File: src/rtl/sdt_defines.svh
`ifndef SDT_DEFINES_SVH
`define SDT_DEFINES_SVH

// width of every programmed count
`define SDT_CNT_W 8
// width of an edge time counted in MCLK cycles from the start of an access
`define SDT_TIME_W 11
// core clock period and display interface clock period, in picoseconds
`define SDT_MCLK_PERIOD_PS 4000
`define SDT_IF_CLK_PERIOD_PS 8000
// MCLK cycles per half interface clock period, rounded up and never below one
`define SDT_HALF_IF_CYC ((`SDT_IF_CLK_PERIOD_PS / 2 + `SDT_MCLK_PERIOD_PS - 1) / `SDT_MCLK_PERIOD_PS)
// a divider of zero is taken as this value
`define SDT_DIV_MIN 8'h01
// shortest access in MCLK cycles, used when a zero period is programmed
`define SDT_PERIOD_MIN 11'h001
// level of the serial clock and chip-select pins while no access runs
`define SDT_SCLK_IDLE 1'b1
`define SDT_CS_N_IDLE 1'b1

`endif

File: src/rtl/sdt_pkg.sv
package sdt_pkg;
  `include "sdt_defines.svh"

  // serial port wiring variants
  typedef enum logic [1:0] {
    SDT_WIRE3 = 2'b00,
    SDT_WIRE4 = 2'b01,
    SDT_WIRE5_CLK = 2'b10,
    SDT_WIRE5_CS = 2'b11
  } sdt_mode_t;

  // access sequencer states
  typedef enum logic {
    SDT_IDLE = 1'b0,
    SDT_RUN = 1'b1
  } sdt_state_t;

  // counts that differ between reads and writes
  typedef struct packed {
    logic [`SDT_CNT_W-1:0] period;
    logic [`SDT_CNT_W-1:0] clock_fall_count;
    logic [`SDT_CNT_W-1:0] clock_rise_count;
  } sdt_dir_cfg_t;

  // whole programmed timing set
  typedef struct packed {
    sdt_dir_cfg_t rd;
    sdt_dir_cfg_t wr;
    logic [`SDT_CNT_W-1:0] interface_period_divider;
    logic [`SDT_CNT_W-1:0] serial_clock_offset_count;
    logic [`SDT_CNT_W-1:0] select_line_rise_count;
    logic [`SDT_CNT_W-1:0] select_line_fall_count;
    logic [`SDT_CNT_W-1:0] chip_select_rise_count;
    logic [`SDT_CNT_W-1:0] chip_select_fall_count;
    logic [`SDT_CNT_W-1:0] read_sample_count;
  } sdt_cfg_t;

  // edge times in MCLK cycles from the access start
  typedef struct packed {
    logic [`SDT_TIME_W-1:0] period;
    logic [`SDT_TIME_W-1:0] clk_fall;
    logic [`SDT_TIME_W-1:0] clk_rise;
    logic [`SDT_TIME_W-1:0] clk_offset;
    logic [`SDT_TIME_W-1:0] sel_rise;
    logic [`SDT_TIME_W-1:0] sel_fall;
    logic [`SDT_TIME_W-1:0] cs_rise;
    logic [`SDT_TIME_W-1:0] cs_fall;
    logic [`SDT_TIME_W-1:0] rd_sample;
  } sdt_times_t;
endpackage : sdt_pkg

File: src/rtl/sdt_edge_if.sv
`timescale 1ns/1ps
interface sdt_edge_if;
  sdt_pkg::sdt_cfg_t cfg;
  logic is_write;
  sdt_pkg::sdt_times_t times;

  modport calc (input cfg, input is_write, output times);
  modport user (output cfg, output is_write, input times);
endinterface : sdt_edge_if

File: src/rtl/sdt_edge_calc.sv
`timescale 1ns/1ps
`include "sdt_defines.svh"
module sdt_edge_calc (
  // programmed counts in, edge times out
  sdt_edge_if.calc edge_bus
);

  // ceiling of num over div, with a zero divider taken as one
  function automatic logic [9:0] sdt_ceil_div(input logic [9:0] num, input logic [`SDT_CNT_W-1:0] div);
    logic [9:0] d;
    d = (div == 8'h00) ? {2'h0, `SDT_DIV_MIN} : {2'h0, div};
    sdt_ceil_div = (num + d - 10'h001) / d;
  endfunction : sdt_ceil_div

  // half-period resolution: ceil(2 x count / divider) half periods
  function automatic logic [`SDT_TIME_W-1:0] sdt_half(input logic [`SDT_CNT_W-1:0] cnt,
                                                      input logic [`SDT_CNT_W-1:0] div);
    logic [9:0] h;
    h = sdt_ceil_div({1'b0, cnt, 1'b0}, div);
    sdt_half = 11'({1'b0, h} * `SDT_HALF_IF_CYC);
  endfunction : sdt_half

  // whole-period resolution: ceil(count / divider) periods, two halves each
  function automatic logic [`SDT_TIME_W-1:0] sdt_whole(input logic [`SDT_CNT_W-1:0] cnt,
                                                       input logic [`SDT_CNT_W-1:0] div);
    logic [9:0] w;
    w = sdt_ceil_div({2'h0, cnt}, div);
    sdt_whole = 11'({w, 1'b0} * `SDT_HALF_IF_CYC);
  endfunction : sdt_whole

  sdt_pkg::sdt_dir_cfg_t dir;
  logic [`SDT_CNT_W-1:0] div;
  logic [`SDT_TIME_W-1:0] per;

  // direction picks its own period and clock counts
  assign dir = edge_bus.is_write ? edge_bus.cfg.wr : edge_bus.cfg.rd;
  assign div = edge_bus.cfg.interface_period_divider;
  assign per = sdt_whole(dir.period, div);

  // edge table; a zero period still lasts one cycle so the sequencer always ends
  always_comb begin
    edge_bus.times.period = (per == 11'h000) ? `SDT_PERIOD_MIN : per;
    edge_bus.times.clk_fall = sdt_half(dir.clock_fall_count, div);
    edge_bus.times.clk_rise = sdt_half(dir.clock_rise_count, div);
    edge_bus.times.clk_offset = sdt_whole(edge_bus.cfg.serial_clock_offset_count, div);
    edge_bus.times.sel_rise = sdt_whole(edge_bus.cfg.select_line_rise_count, div);
    edge_bus.times.sel_fall = sdt_whole(edge_bus.cfg.select_line_fall_count, div);
    edge_bus.times.cs_rise = sdt_whole(edge_bus.cfg.chip_select_rise_count, div);
    edge_bus.times.cs_fall = sdt_whole(edge_bus.cfg.chip_select_fall_count, div);
    edge_bus.times.rd_sample = sdt_whole(edge_bus.cfg.read_sample_count, div);
  end

endmodule : sdt_edge_calc

File: src/rtl/sdt_serial_timing.sv
`timescale 1ns/1ps
`include "sdt_defines.svh"
// Functional notes
// - Read and write accesses each last their own programmed period.
// - Read clock low edge at half periods times ceil(2 x rise count / divider).
// - Read clock high edge at half periods times ceil(2 x fall count / divider).
// - Write clock low edge placed the same way from write rise count.
// - Write clock high edge placed the same way from write fall count.
// - Read clock low for down minus up, high for the remaining period.
// - Write clock low for down minus up, high for the remaining period.
// - Serial clock offset is whole periods times ceil(offset count / divider).
// - Select and chip-select edges at whole periods times ceil(count / divider).
// - Write data driven from cycle start and held to the period end.
// - Controls valid from cycle start and held until the period end.
// - Three-wire, four-wire and two five-wire variants are supported.
// - Five-wire type 1 frames select by clock, type 2 by chip-select.
// - Separate data in and out lines plus an output enable for three-wire.
module sdt_serial_timing (
  // clock and reset
  input wire logic MCLK,
  input wire logic RST_N,
  // configuration
  input wire logic [1:0] WIRE_MODE,
  input wire logic [7:0] READ_PERIOD_COUNT,
  input wire logic [7:0] WRITE_PERIOD_COUNT,
  input wire logic [7:0] READ_CLOCK_FALL_COUNT,
  input wire logic [7:0] READ_CLOCK_RISE_COUNT,
  input wire logic [7:0] WRITE_CLOCK_FALL_COUNT,
  input wire logic [7:0] WRITE_CLOCK_RISE_COUNT,
  input wire logic [7:0] INTERFACE_PERIOD_DIVIDER,
  input wire logic [7:0] SERIAL_CLOCK_OFFSET_COUNT,
  input wire logic [7:0] SELECT_LINE_RISE_COUNT,
  input wire logic [7:0] SELECT_LINE_FALL_COUNT,
  input wire logic [7:0] CHIP_SELECT_RISE_COUNT,
  input wire logic [7:0] CHIP_SELECT_FALL_COUNT,
  input wire logic [7:0] READ_SAMPLE_COUNT,
  // access request and answer
  input wire logic ACCESS_REQ,
  input wire logic ACCESS_WRITE,
  input wire logic ACCESS_REGISTER_SELECT,
  input wire logic ACCESS_WRITE_BIT,
  output logic ACCESS_ACK,
  output logic ACCESS_BUSY,
  output logic READ_VALID,
  output logic READ_BIT,
  // serial pins
  output logic SERIAL_CLOCK,
  output logic CHIP_SELECT_N,
  output logic REGISTER_SELECT,
  output logic SERIAL_DATA_OUT,
  output logic SERIAL_DATA_OUTPUT_ENABLE,
  input wire logic SERIAL_DATA_IN
);

  sdt_edge_if edge_bus ();

  sdt_pkg::sdt_state_t state_reg;
  sdt_pkg::sdt_state_t state_next;
  sdt_pkg::sdt_times_t tm_reg;
  sdt_pkg::sdt_mode_t mode_reg;
  logic [`SDT_TIME_W-1:0] t_reg;
  logic [`SDT_TIME_W-1:0] t_next;
  logic wr_reg;
  logic sel_val_reg;
  logic dout_reg;
  logic din_meta_reg;
  logic din_sync_reg;
  logic last;
  logic take;
  logic run;
  logic clk_low_win;
  logic cs_win;
  logic sel_win;
  logic sample_hit;

  // true while t lies in [a + off, b + off); widened so the sum cannot wrap
  function automatic logic sdt_in_win(input logic [`SDT_TIME_W-1:0] t, input logic [`SDT_TIME_W-1:0] a,
                                      input logic [`SDT_TIME_W-1:0] b, input logic [`SDT_TIME_W-1:0] off);
    logic [`SDT_TIME_W:0] lo;
    logic [`SDT_TIME_W:0] hi;
    lo = {1'b0, a} + {1'b0, off};
    hi = {1'b0, b} + {1'b0, off};
    sdt_in_win = ({1'b0, t} >= lo) && ({1'b0, t} < hi);
  endfunction : sdt_in_win

  // the edge table is worked out for the direction being requested
  assign edge_bus.is_write = ACCESS_WRITE;
  assign edge_bus.cfg = '{
    rd: '{READ_PERIOD_COUNT, READ_CLOCK_FALL_COUNT, READ_CLOCK_RISE_COUNT},
    wr: '{WRITE_PERIOD_COUNT, WRITE_CLOCK_FALL_COUNT, WRITE_CLOCK_RISE_COUNT},
    interface_period_divider: INTERFACE_PERIOD_DIVIDER,
    serial_clock_offset_count: SERIAL_CLOCK_OFFSET_COUNT,
    select_line_rise_count: SELECT_LINE_RISE_COUNT,
    select_line_fall_count: SELECT_LINE_FALL_COUNT,
    chip_select_rise_count: CHIP_SELECT_RISE_COUNT,
    chip_select_fall_count: CHIP_SELECT_FALL_COUNT,
    read_sample_count: READ_SAMPLE_COUNT
  };

  sdt_edge_calc sdt_edge_calc_inst (
    .edge_bus (edge_bus.calc)
  );

  // sequencer decisions; a request in the last cycle starts the next access back to back
  assign run = (state_reg == sdt_pkg::SDT_RUN);
  assign last = run && (t_reg == tm_reg.period - 11'h001);
  assign take = ACCESS_REQ && (!run || last);

  // next state, plain case with a safe default
  always_comb begin
    case (state_reg)
      sdt_pkg::SDT_IDLE: state_next = take ? sdt_pkg::SDT_RUN : sdt_pkg::SDT_IDLE;
      sdt_pkg::SDT_RUN: state_next = (last && !take) ? sdt_pkg::SDT_IDLE : sdt_pkg::SDT_RUN;
      default: state_next = sdt_pkg::SDT_IDLE;
    endcase
  end

  // cycle counter restarts at every access start
  always_comb begin
    if (take) begin
      t_next = '0;
    end else if (run) begin
      t_next = t_reg + 11'h001;
    end else begin
      t_next = t_reg;
    end
  end

  // state and position within the access
  always_ff @(posedge MCLK) begin
    if (!RST_N) begin
      state_reg <= sdt_pkg::SDT_IDLE;
      t_reg <= '0;
    end else begin
      state_reg <= state_next;
      t_reg <= t_next;
    end
  end

  // per-access values frozen at the start so config changes cannot tear a cycle
  always_ff @(posedge MCLK) begin
    if (!RST_N) begin
      tm_reg <= '0;
      mode_reg <= sdt_pkg::SDT_WIRE3;
      wr_reg <= 1'b0;
      sel_val_reg <= 1'b0;
      dout_reg <= 1'b0;
    end else if (take) begin
      tm_reg <= edge_bus.times;
      mode_reg <= sdt_pkg::sdt_mode_t'(WIRE_MODE);
      wr_reg <= ACCESS_WRITE;
      sel_val_reg <= ACCESS_REGISTER_SELECT;
      dout_reg <= ACCESS_WRITE_BIT;
    end
  end

  // edge windows of the running access
  assign clk_low_win = run && sdt_in_win(t_reg, tm_reg.clk_rise, tm_reg.clk_fall, tm_reg.clk_offset);
  assign cs_win = run && sdt_in_win(t_reg, tm_reg.cs_rise, tm_reg.cs_fall, '0);
  assign sel_win = run && sdt_in_win(t_reg, tm_reg.sel_rise, tm_reg.sel_fall, '0);
  assign sample_hit = run && !wr_reg && (t_reg == tm_reg.rd_sample);

  // serial clock and chip-select pins, all registered
  always_ff @(posedge MCLK) begin
    if (!RST_N) begin
      SERIAL_CLOCK <= `SDT_SCLK_IDLE;
      CHIP_SELECT_N <= `SDT_CS_N_IDLE;
    end else begin
      SERIAL_CLOCK <= !clk_low_win;
      CHIP_SELECT_N <= !cs_win;
    end
  end

  // register select: type 1 is framed for the clock, type 2 spans the whole cycle around chip-select
  always_ff @(posedge MCLK) begin
    if (!RST_N) begin
      REGISTER_SELECT <= 1'b0;
    end else begin
      case (mode_reg)
        sdt_pkg::SDT_WIRE5_CLK: REGISTER_SELECT <= sel_win && sel_val_reg;
        sdt_pkg::SDT_WIRE5_CS: REGISTER_SELECT <= run && sel_val_reg;
        default: REGISTER_SELECT <= 1'b0;
      endcase
    end
  end

  // write data and its enable stand from the cycle start to the period end
  always_ff @(posedge MCLK) begin
    if (!RST_N) begin
      SERIAL_DATA_OUT <= 1'b0;
      SERIAL_DATA_OUTPUT_ENABLE <= 1'b0;
    end else begin
      SERIAL_DATA_OUT <= run && wr_reg && dout_reg;
      SERIAL_DATA_OUTPUT_ENABLE <= run && wr_reg;
    end
  end

  // input pin synchroniser; the first stage feeds only the second
  always_ff @(posedge MCLK) begin
    if (!RST_N) begin
      din_meta_reg <= 1'b0;
      din_sync_reg <= 1'b0;
    end else begin
      din_meta_reg <= SERIAL_DATA_IN;
      din_sync_reg <= din_meta_reg;
    end
  end

  // read capture; the panel must have data settled two cycles earlier to cover the synchroniser
  always_ff @(posedge MCLK) begin
    if (!RST_N) begin
      READ_VALID <= 1'b0;
      READ_BIT <= 1'b0;
    end else begin
      READ_VALID <= sample_hit;
      if (sample_hit) begin
        READ_BIT <= din_sync_reg;
      end
    end
  end

  // request handshake
  always_ff @(posedge MCLK) begin
    if (!RST_N) begin
      ACCESS_ACK <= 1'b0;
      ACCESS_BUSY <= 1'b0;
    end else begin
      ACCESS_ACK <= take;
      ACCESS_BUSY <= (state_next == sdt_pkg::SDT_RUN);
    end
  end
endmodule : sdt_serial_timing
File: config.mk
export PLATFORM = sky130hd
export DESIGN_NAME = sdt_serial_timing
export DESIGN_NICKNAME = d
export VERILOG_FILES = /design/src/rtl/sdt_pkg.sv /design/src/rtl/sdt_edge_if.sv /design/src/rtl/sdt_edge_calc.sv /design/src/rtl/sdt_serial_timing.sv
export VERILOG_INCLUDE_DIRS = /design/src /design/src/rtl
export SDC_FILE = /design/constraint.sdc
export NUM_CORES = 1
export LEC_CHECK = 0
export BUFFER_PORTS_ARGS = -buffer_cell sky130_fd_sc_hd__buf_2
export CAP_MARGIN = 20
export CORE_MARGIN = 2
export CORE_UTILIZATION = 30
export DETAILED_ROUTE_END_ITERATION = 12
export GPL_ROUTABILITY_DRIVEN = 0
export PLACE_DENSITY_LB_ADDON = 0.05
export SLEW_MARGIN = 25
export SYNTH_ARGS = -nofsm -noshare
export SYNTH_HDL_FRONTEND = slang
export SYNTH_SLANG_ARGS = --single-unit
File: constraint.sdc
create_clock -name MCLK -period 58.2 [get_ports MCLK]
set_clock_uncertainty 0.2 [all_clocks]
set_input_delay 5.82 -clock MCLK [delete_from_list [all_inputs] [get_ports MCLK]]
set_output_delay 5.82 -clock MCLK [all_outputs]
set_load 0.05 [all_outputs]
Yosys cells after proc, flatten, opt, wreduce, memory -nomap -nowiden

Cells that the tools add are included.

Register bits after elaboration: 118
Bits of input ports: 113
Output and inout bits: 9

Add/subtract/negate cells: 22
Div/mod/pow operators: 9
$lt $le $gt $ge: 6
Eq/ne operators: 4
Mux-type cells: 7
Bitwise logic cells: 2
Reduce and logical (&&, ||, !) cells: 24

Operators by type and width:

| cell                  | count |
|---|---|
| $div 10x10->10        | 9 |
| $sub 10x1->10 const B | 9 |
| $add 8x10->10         | 4 |
| $add 8x8->9           | 3 |
| $add 10x11->12        | 2 |
| $mux 24               | 1 |
| $eq 11x11->1          | 2 |
| $ge 11x11->1          | 2 |
| $lt 11x11->1          | 2 |
| $add 9x8->10          | 2 |
| $logic_and 1x1->1     | 15 |
| $ge 11x12->1          | 1 |
| $lt 11x12->1          | 1 |
| $add 11x1->11 const B | 1 |
| $logic_not 11->1      | 1 |
| $mux 11               | 1 |
| $sub 11x1->11 const B | 1 |
| $logic_not 8->1       | 1 |
| $mux 8                | 1 |
| $logic_not 1->1       | 5 |
| $eq 2x2->1 const B    | 2 |
| $pmux 1 s2            | 2 |
| $mux 1                | 2 |
| $not 1->1             | 2 |
| 2 further kinds       | 2 |

Longest topological paths before layout

Word-level depth: 9
Mapped depth: 91

By module

From an unflattened synthesis, not the netlist that was laid out.

Cells, all modules: 4452
Area total of the unflattened synthesis: 32930.3 um^2

Modules (own cells, without submodules):

| module            | times used | cells each | area an instance (um^2) | sequential area each (um^2) |
|---|---|---|---|---|
| sdt_edge_calc     | 1          | 3525       | 25216.7                 | 0.0 |
| sdt_serial_timing | 1          | 927        | 7713.6                  | 2522.4 |

Worst setup path before layout

OpenSTA, ideal clock, no wires.

Path kind: input port to flip-flop
From: in INTERFACE_PERIOD_DIVIDER[3]
To: reg tm_reg[45] (netlist name)
Setup time: 0.116 ns
Arrival time: 26.993 ns
Required time: 57.884 ns
Path slack: 30.891 ns
Stages: 84
Cells stage by stage: clkbuf_1 -> nor3_1 -> a21oi_1 -> clkbuf_1 -> inv_1 -> ha_1 -> fa_1 -> a21o_1 -> and4_1 -> or3_1 -> a21oi_1 -> nand3_1 -> inv_1 -> ha_1 -> nand3_1 -> a21boi_0 -> ha_1 -> o21a_1 -> [... 48 more ...] -> ha_1 -> o21a_1 -> o21a_1 -> o21ai_0 -> nand2b_1 -> a21o_1 -> nand2_1 -> a21oi_1 -> nor2_2 -> mux2_2 -> ha_1 -> o211ai_1 -> a31oi_1 -> a211oi_1 -> o21ai_0 -> a31oi_1 -> or4b_1 -> o211a_1

Word-level cells in the longest chain between the ends: 5

RTL lines:

| what                 | line                     | RTL |
|---|---|---|
| from (decl)          | sdt_serial_timing.sv:30  | `input wire logic [7:0] INTERFACE_PERIOD_DIVIDER,` |
| $logic_not 8->1      | sdt_edge_calc.sv:11      | `` d = (div == 8'h00) ? {2'h0, `SDT_DIV_MIN} : {2'h0, div}; `` |
| $mux 8 *             | sdt_edge_calc.sv:11      |  |
| $add 8x8->9          | sdt_edge_calc.sv:12      | `sdt_ceil_div = (num + d - 10'h001) / d;` |
| $sub 10x1->10        | sdt_edge_calc.sv:12      |  |
| $div 10x10->10 *     | sdt_edge_calc.sv:12      |  |
| to (signal assigned) | sdt_serial_timing.sv:149 | `tm_reg <= edge_bus.times;` |
| to (decl)            | sdt_serial_timing.sv:59  | `sdt_pkg::sdt_times_t tm_reg;` |

Every way passes the cells marked *; elsewhere a longest branch is shown, timed or not.
A chain may end at the register's enable or synchronous reset.

Worst setup path in the final report

From: in INTERFACE_PERIOD_DIVIDER[7]
To: reg tm_reg[45] (netlist name)

Same word-level chain as after synthesis.

==> results.txt <==
----------------------------------------------------
[Run status]
  Result of the run ... finished, final reports clean

[Synth]
  Fraction of the mapped netlist area in compound gates ... 26.1%
  Dominant combinational cell family by area after synthesis ... adder cells
  Number of cells produced by synthesis ... 4,339
  Synth Area in Simple Gates ... 20.9%
  Yosys top cell area share ... 26.7%
  Number of nets in the synthesized netlist ... 5,146
  Post-Synth Adder-Cell Area ... 27.4%
  Top cells by area in the synthesized netlist ... sky130_fd_sc_hd__ha_1, sky130_fd_sc_hd__dfxtp_1, sky130_fd_sc_hd__nor2_1, sky130_fd_sc_hd__a21oi_1, sky130_fd_sc_hd__o21a_1
  Most frequently used cell type in the post-synthesis netlist ... sky130_fd_sc_hd__ha_1
  Top_reg_cell synth ... sky130_fd_sc_hd__dfxtp_1
  Number of enable flip-flop cells after synthesis ... 0
  Proportion of synthesized flip-flops having asynchronous set or reset ... 0%
  Post-synthesis instance area ... 0.0320 sq mm
  Count of distinct cell types in the synthesized netlist ... 99
  Number of synthesis warnings ... 0
  Mean cell area of the mapped netlist ... 7.37 sq um
  Part of the Yosys area used for sequential elements ... 7.38%
  Leading area contributor after synthesis ... sky130_fd_sc_hd__ha_1
  Number of synthesized register bits ... 118
  Commonest cells in the netlist ... sky130_fd_sc_hd__ha_1, sky130_fd_sc_hd__nor2_1, sky130_fd_sc_hd__inv_1
  Xor/xnor cell area share of the yosys netlist ... 6.62%
  Share of cell area taken by muxes after synthesis ... 6.32%

[Floorplanning]
  Placement Rows ... 119
  Die footprint ... 0.109 sq mm
  Initial Utilization ... 30.3%
  Core Area ... 0.106 sq mm
  Die height ... 331 um
  Die width ... 331 um
  Top Ports ... 122

[Critical path]
  Required time of the critical path ... 58.36 ns
  Critical path's largest stage delay ... 0.69 ns
  Number of buffers and inverters on the critical path ... 6
  Class of the most critical setup path ... input pin to flop
  Crit path from ... INTERFACE_PERIOD_DIVIDER[7]
  Cell type group with the largest total delay on the critical path ... compound AO/OA/AOI/OAI gates
  Nature of the critical path startpoint ... input pin
  Critical-path maximum fanout ... 28
  Arrival time worst endpoint ... 26.54 ns
  Beginning of the worst register-to-register path ... tm_reg[57]
  Critical-path cell with the highest stage delay ... sky130_fd_sc_hd__a41oi_2
  CP endpoint kind ... flop

[Global routing]
  Pin count of the biggest net entering global routing ... 72
  Global-route track usage on met3 ... 1.53%
  GRT met1 Usage ... 28.1%
  Number of global-route vias before repair ... 29,800
  Number of antenna violations at the first check in global routing ... 4
  Busiest grt layer ... met2
  GRT Overall Usage ... 20.6%
  First-pass GRT wire length ... 175,000 um
  Global-route congestion overflow total ... 0
  Fraction of met2 tracks used by global routing ... 35.5%

[Timing]
  Summed negative setup slack over all endpoints ... 0 ns
  RSZ-0062 raised after global routing ... no
  Post-route worst setup slack ... 31.82 ns
  Setup-violating endpoint count in the final report ... 0
  Fin crit period ... 26.38 ns
  Max transition margin ... 30.4%
  Final clock period utilization by the worst path ... 45.3%
  Slew Viols, Final ... 0
  Worst slew pin tran ... 1.03 ns
  Max frequency ... 37.9 MHz
  Count of final hold-check violations ... 0

[Placed design]
  Post-detailed-placement cell area ... 0.0345 sq mm
  Place WS ... 31.29 ns
  Placed cell count ... 5,817
  Port Buffer Count ... 121
  DP HPWL ... 87,700 um

[Detailed routing]
  Routed vias ... 31,000
  Drt total wl ... 113,000 um
  ANT nets after route ... 0
  Mean routed wirelength per cell ... 19.3 um
  DR vias/cell ... 5.29
  Count of routing violations after the opening detailed-route iteration ... 1,500
  Number of detailed-routing iterations run before antenna repair ... 5
  Drc violations ... 0

[Power]
  Share of total power consumed by net switching ... 49.9%
  Largest voltage drop on the vdd net ... 0.0229 mV
  Pwr per Cell Area ... 45.1 mW/mm^2
  Design internal power ... 796 uW
  Static leakage power ... 0.0162 uW
  Reg power frac ... 6.0%
  Total net switching power ... 794 uW
  Clock group share of total power ... 7.7%
  Gate power share ... 86.3%

[Layout]
  Post-layout net count ... 5,252
  Final Non-Filler Cells ... 5,851
  Utilization after layout ... 33.4%
  Layout Cell Area excl Fill ... 0.0352 sq mm
  Flip-flop count of the largest register after layout ... 91
  Area growth from synthesis to layout ... 10.1%
  Fill cell count ... 11,400
  Layout cells sized above 1 ... 9.71%

[Clock tree]
  Number of CTS-inserted buffers ... 17
  H-Tree Depth ... 4
  TritonCTS clock tree ... done
  CTS sink cnt ... 118
  Clock tree root driver cell ... sky130_fd_sc_hd__clkbuf_16
  Resized cells post-CTS ... 0
  Hold-fix buffers at CTS ... 0
  Skew-Pair Late Insertion Delay ... 0.48 ns
  Post-CTS setup repair buffer count ... 0
  Reg clk slew, reported paths ... 0.07 ns
  Max Buffers Root-to-Sink ... 2

[Min path]
  Worst Min Path Start ... din_meta_reg
  Hold/Removal Path Class ... flop to flop

[Run]
  Count of maximum capacitance violations ... 0

----------------------------------------------------
[worst reg2reg max path, cell delays in order, from the launching register on]
cell and delay, ns:
sky130_fd_sc_hd__dfxtp_1 0.60, sky130_fd_sc_hd__ha_1 0.31, sky130_fd_sc_hd__a21o_1 0.15, sky130_fd_sc_hd__a21oi_1 0.25, sky130_fd_sc_hd__o21bai_1 0.11, sky130_fd_sc_hd__a21oi_1 0.26, sky130_fd_sc_hd__nor2b_1 0.08, sky130_fd_sc_hd__o21a_1 0.19
sky130_fd_sc_hd__o21ai_0 0.23, sky130_fd_sc_hd__nand2b_1 0.10, sky130_fd_sc_hd__a21oi_1 0.18, sky130_fd_sc_hd__xor2_1 0.17, sky130_fd_sc_hd__ha_1 0.19, sky130_fd_sc_hd__a211o_1 0.10, sky130_fd_sc_hd__a31oi_1 0.04, sky130_fd_sc_hd__o311ai_0 0.86
[per-layer routing]
layer,share of wire [%],vias up
li1,-,16100
met1,50,14400
met2,47,360
met3,2.0,66
met4,1.6,0
met5,0,-
[cell families after synthesis]
| group | count (synthesis) |
|---|---|
| compound gates | 1265 |
| xor+xnor | 242 |
| fa+ha+maj | 694 |
| buf+inv | 444 |
| flops | 118 |
| mux | 185 |
| simple gates | 1391 |
[cell usage in the layout (no fill, tap or decap), drive strengths merged, types with 18 or more instances in the layout]
cell type	Yosys	layout
o211ai	43	43
a21o	121	121
nand4	21	21
a31oi	37	37
nor4	19	19
or3	47	47
nor2	451	451
inv	343	346
ha	683	683
dfxtp	118	118
nand2	291	291
o21ai	245	245
a21oi	321	321
mux2i	63	63
a21boi	24	24
a211oi	55	55
or2	27	27
o21a	191	191
o31ai	36	36
and2	30	30
xor2	91	91
nand3	71	71
nor2b	63	63
buf	12	187
nor3	212	212
nand2b	63	63
mux2	122	122
o21bai	25	25
xnor2	151	151
and3	18	18
[per-stage QoR]
step,power [uW],hold slack [ns]
final,1590,0.241
after global routing,1790,0.265
after CTS,1600,0.248
after detailed placement,1470,0.222
after global placement,1480,0.213
after floorplan,1200,0.212
[power by group through the flow]
stage	combinational, uW	sequential [uW]	clock [uW]
5_1_grt	1570	96.4	128
3_3_place_gp	1380	97.6	0
6_report	1370	95.7	122
3_5_place_dp	1370	97.6	0
4_1_cts	1380	95.9	126
2_1_floorplan	1100	94.0	0
[layout make-up]
type / count / area (sq um) / share of cell area (%)
Multi-Input combinational cell: 3777 / 28000 / 79.6
Sequential cell: 118 / 2360 / 6.71
Tap cell: 1391 / 1740 / 4.94
Inverter: 344 / 1300 / 3.70
Timing Repair Buffer: 187 / 1130 / 3.20
Clock buffer: 17 / 425 / 1.21
Clock inverter: 15 / 220 / 0.625
Antenna cell: 2 / 5.00 / 0.0142
[final timing paths]
kind,slack (ns),end,depth (start not counted)
hold reg to reg,0.24,din_sync_reg,1
hold / removal,0.24,din_sync_reg,1
setup / recovery,31.82,tm_reg[45],80
setup reg to reg,53.98,SERIAL_CLOCK,15
No activity file was read; power rests on OpenSTA's default activity.
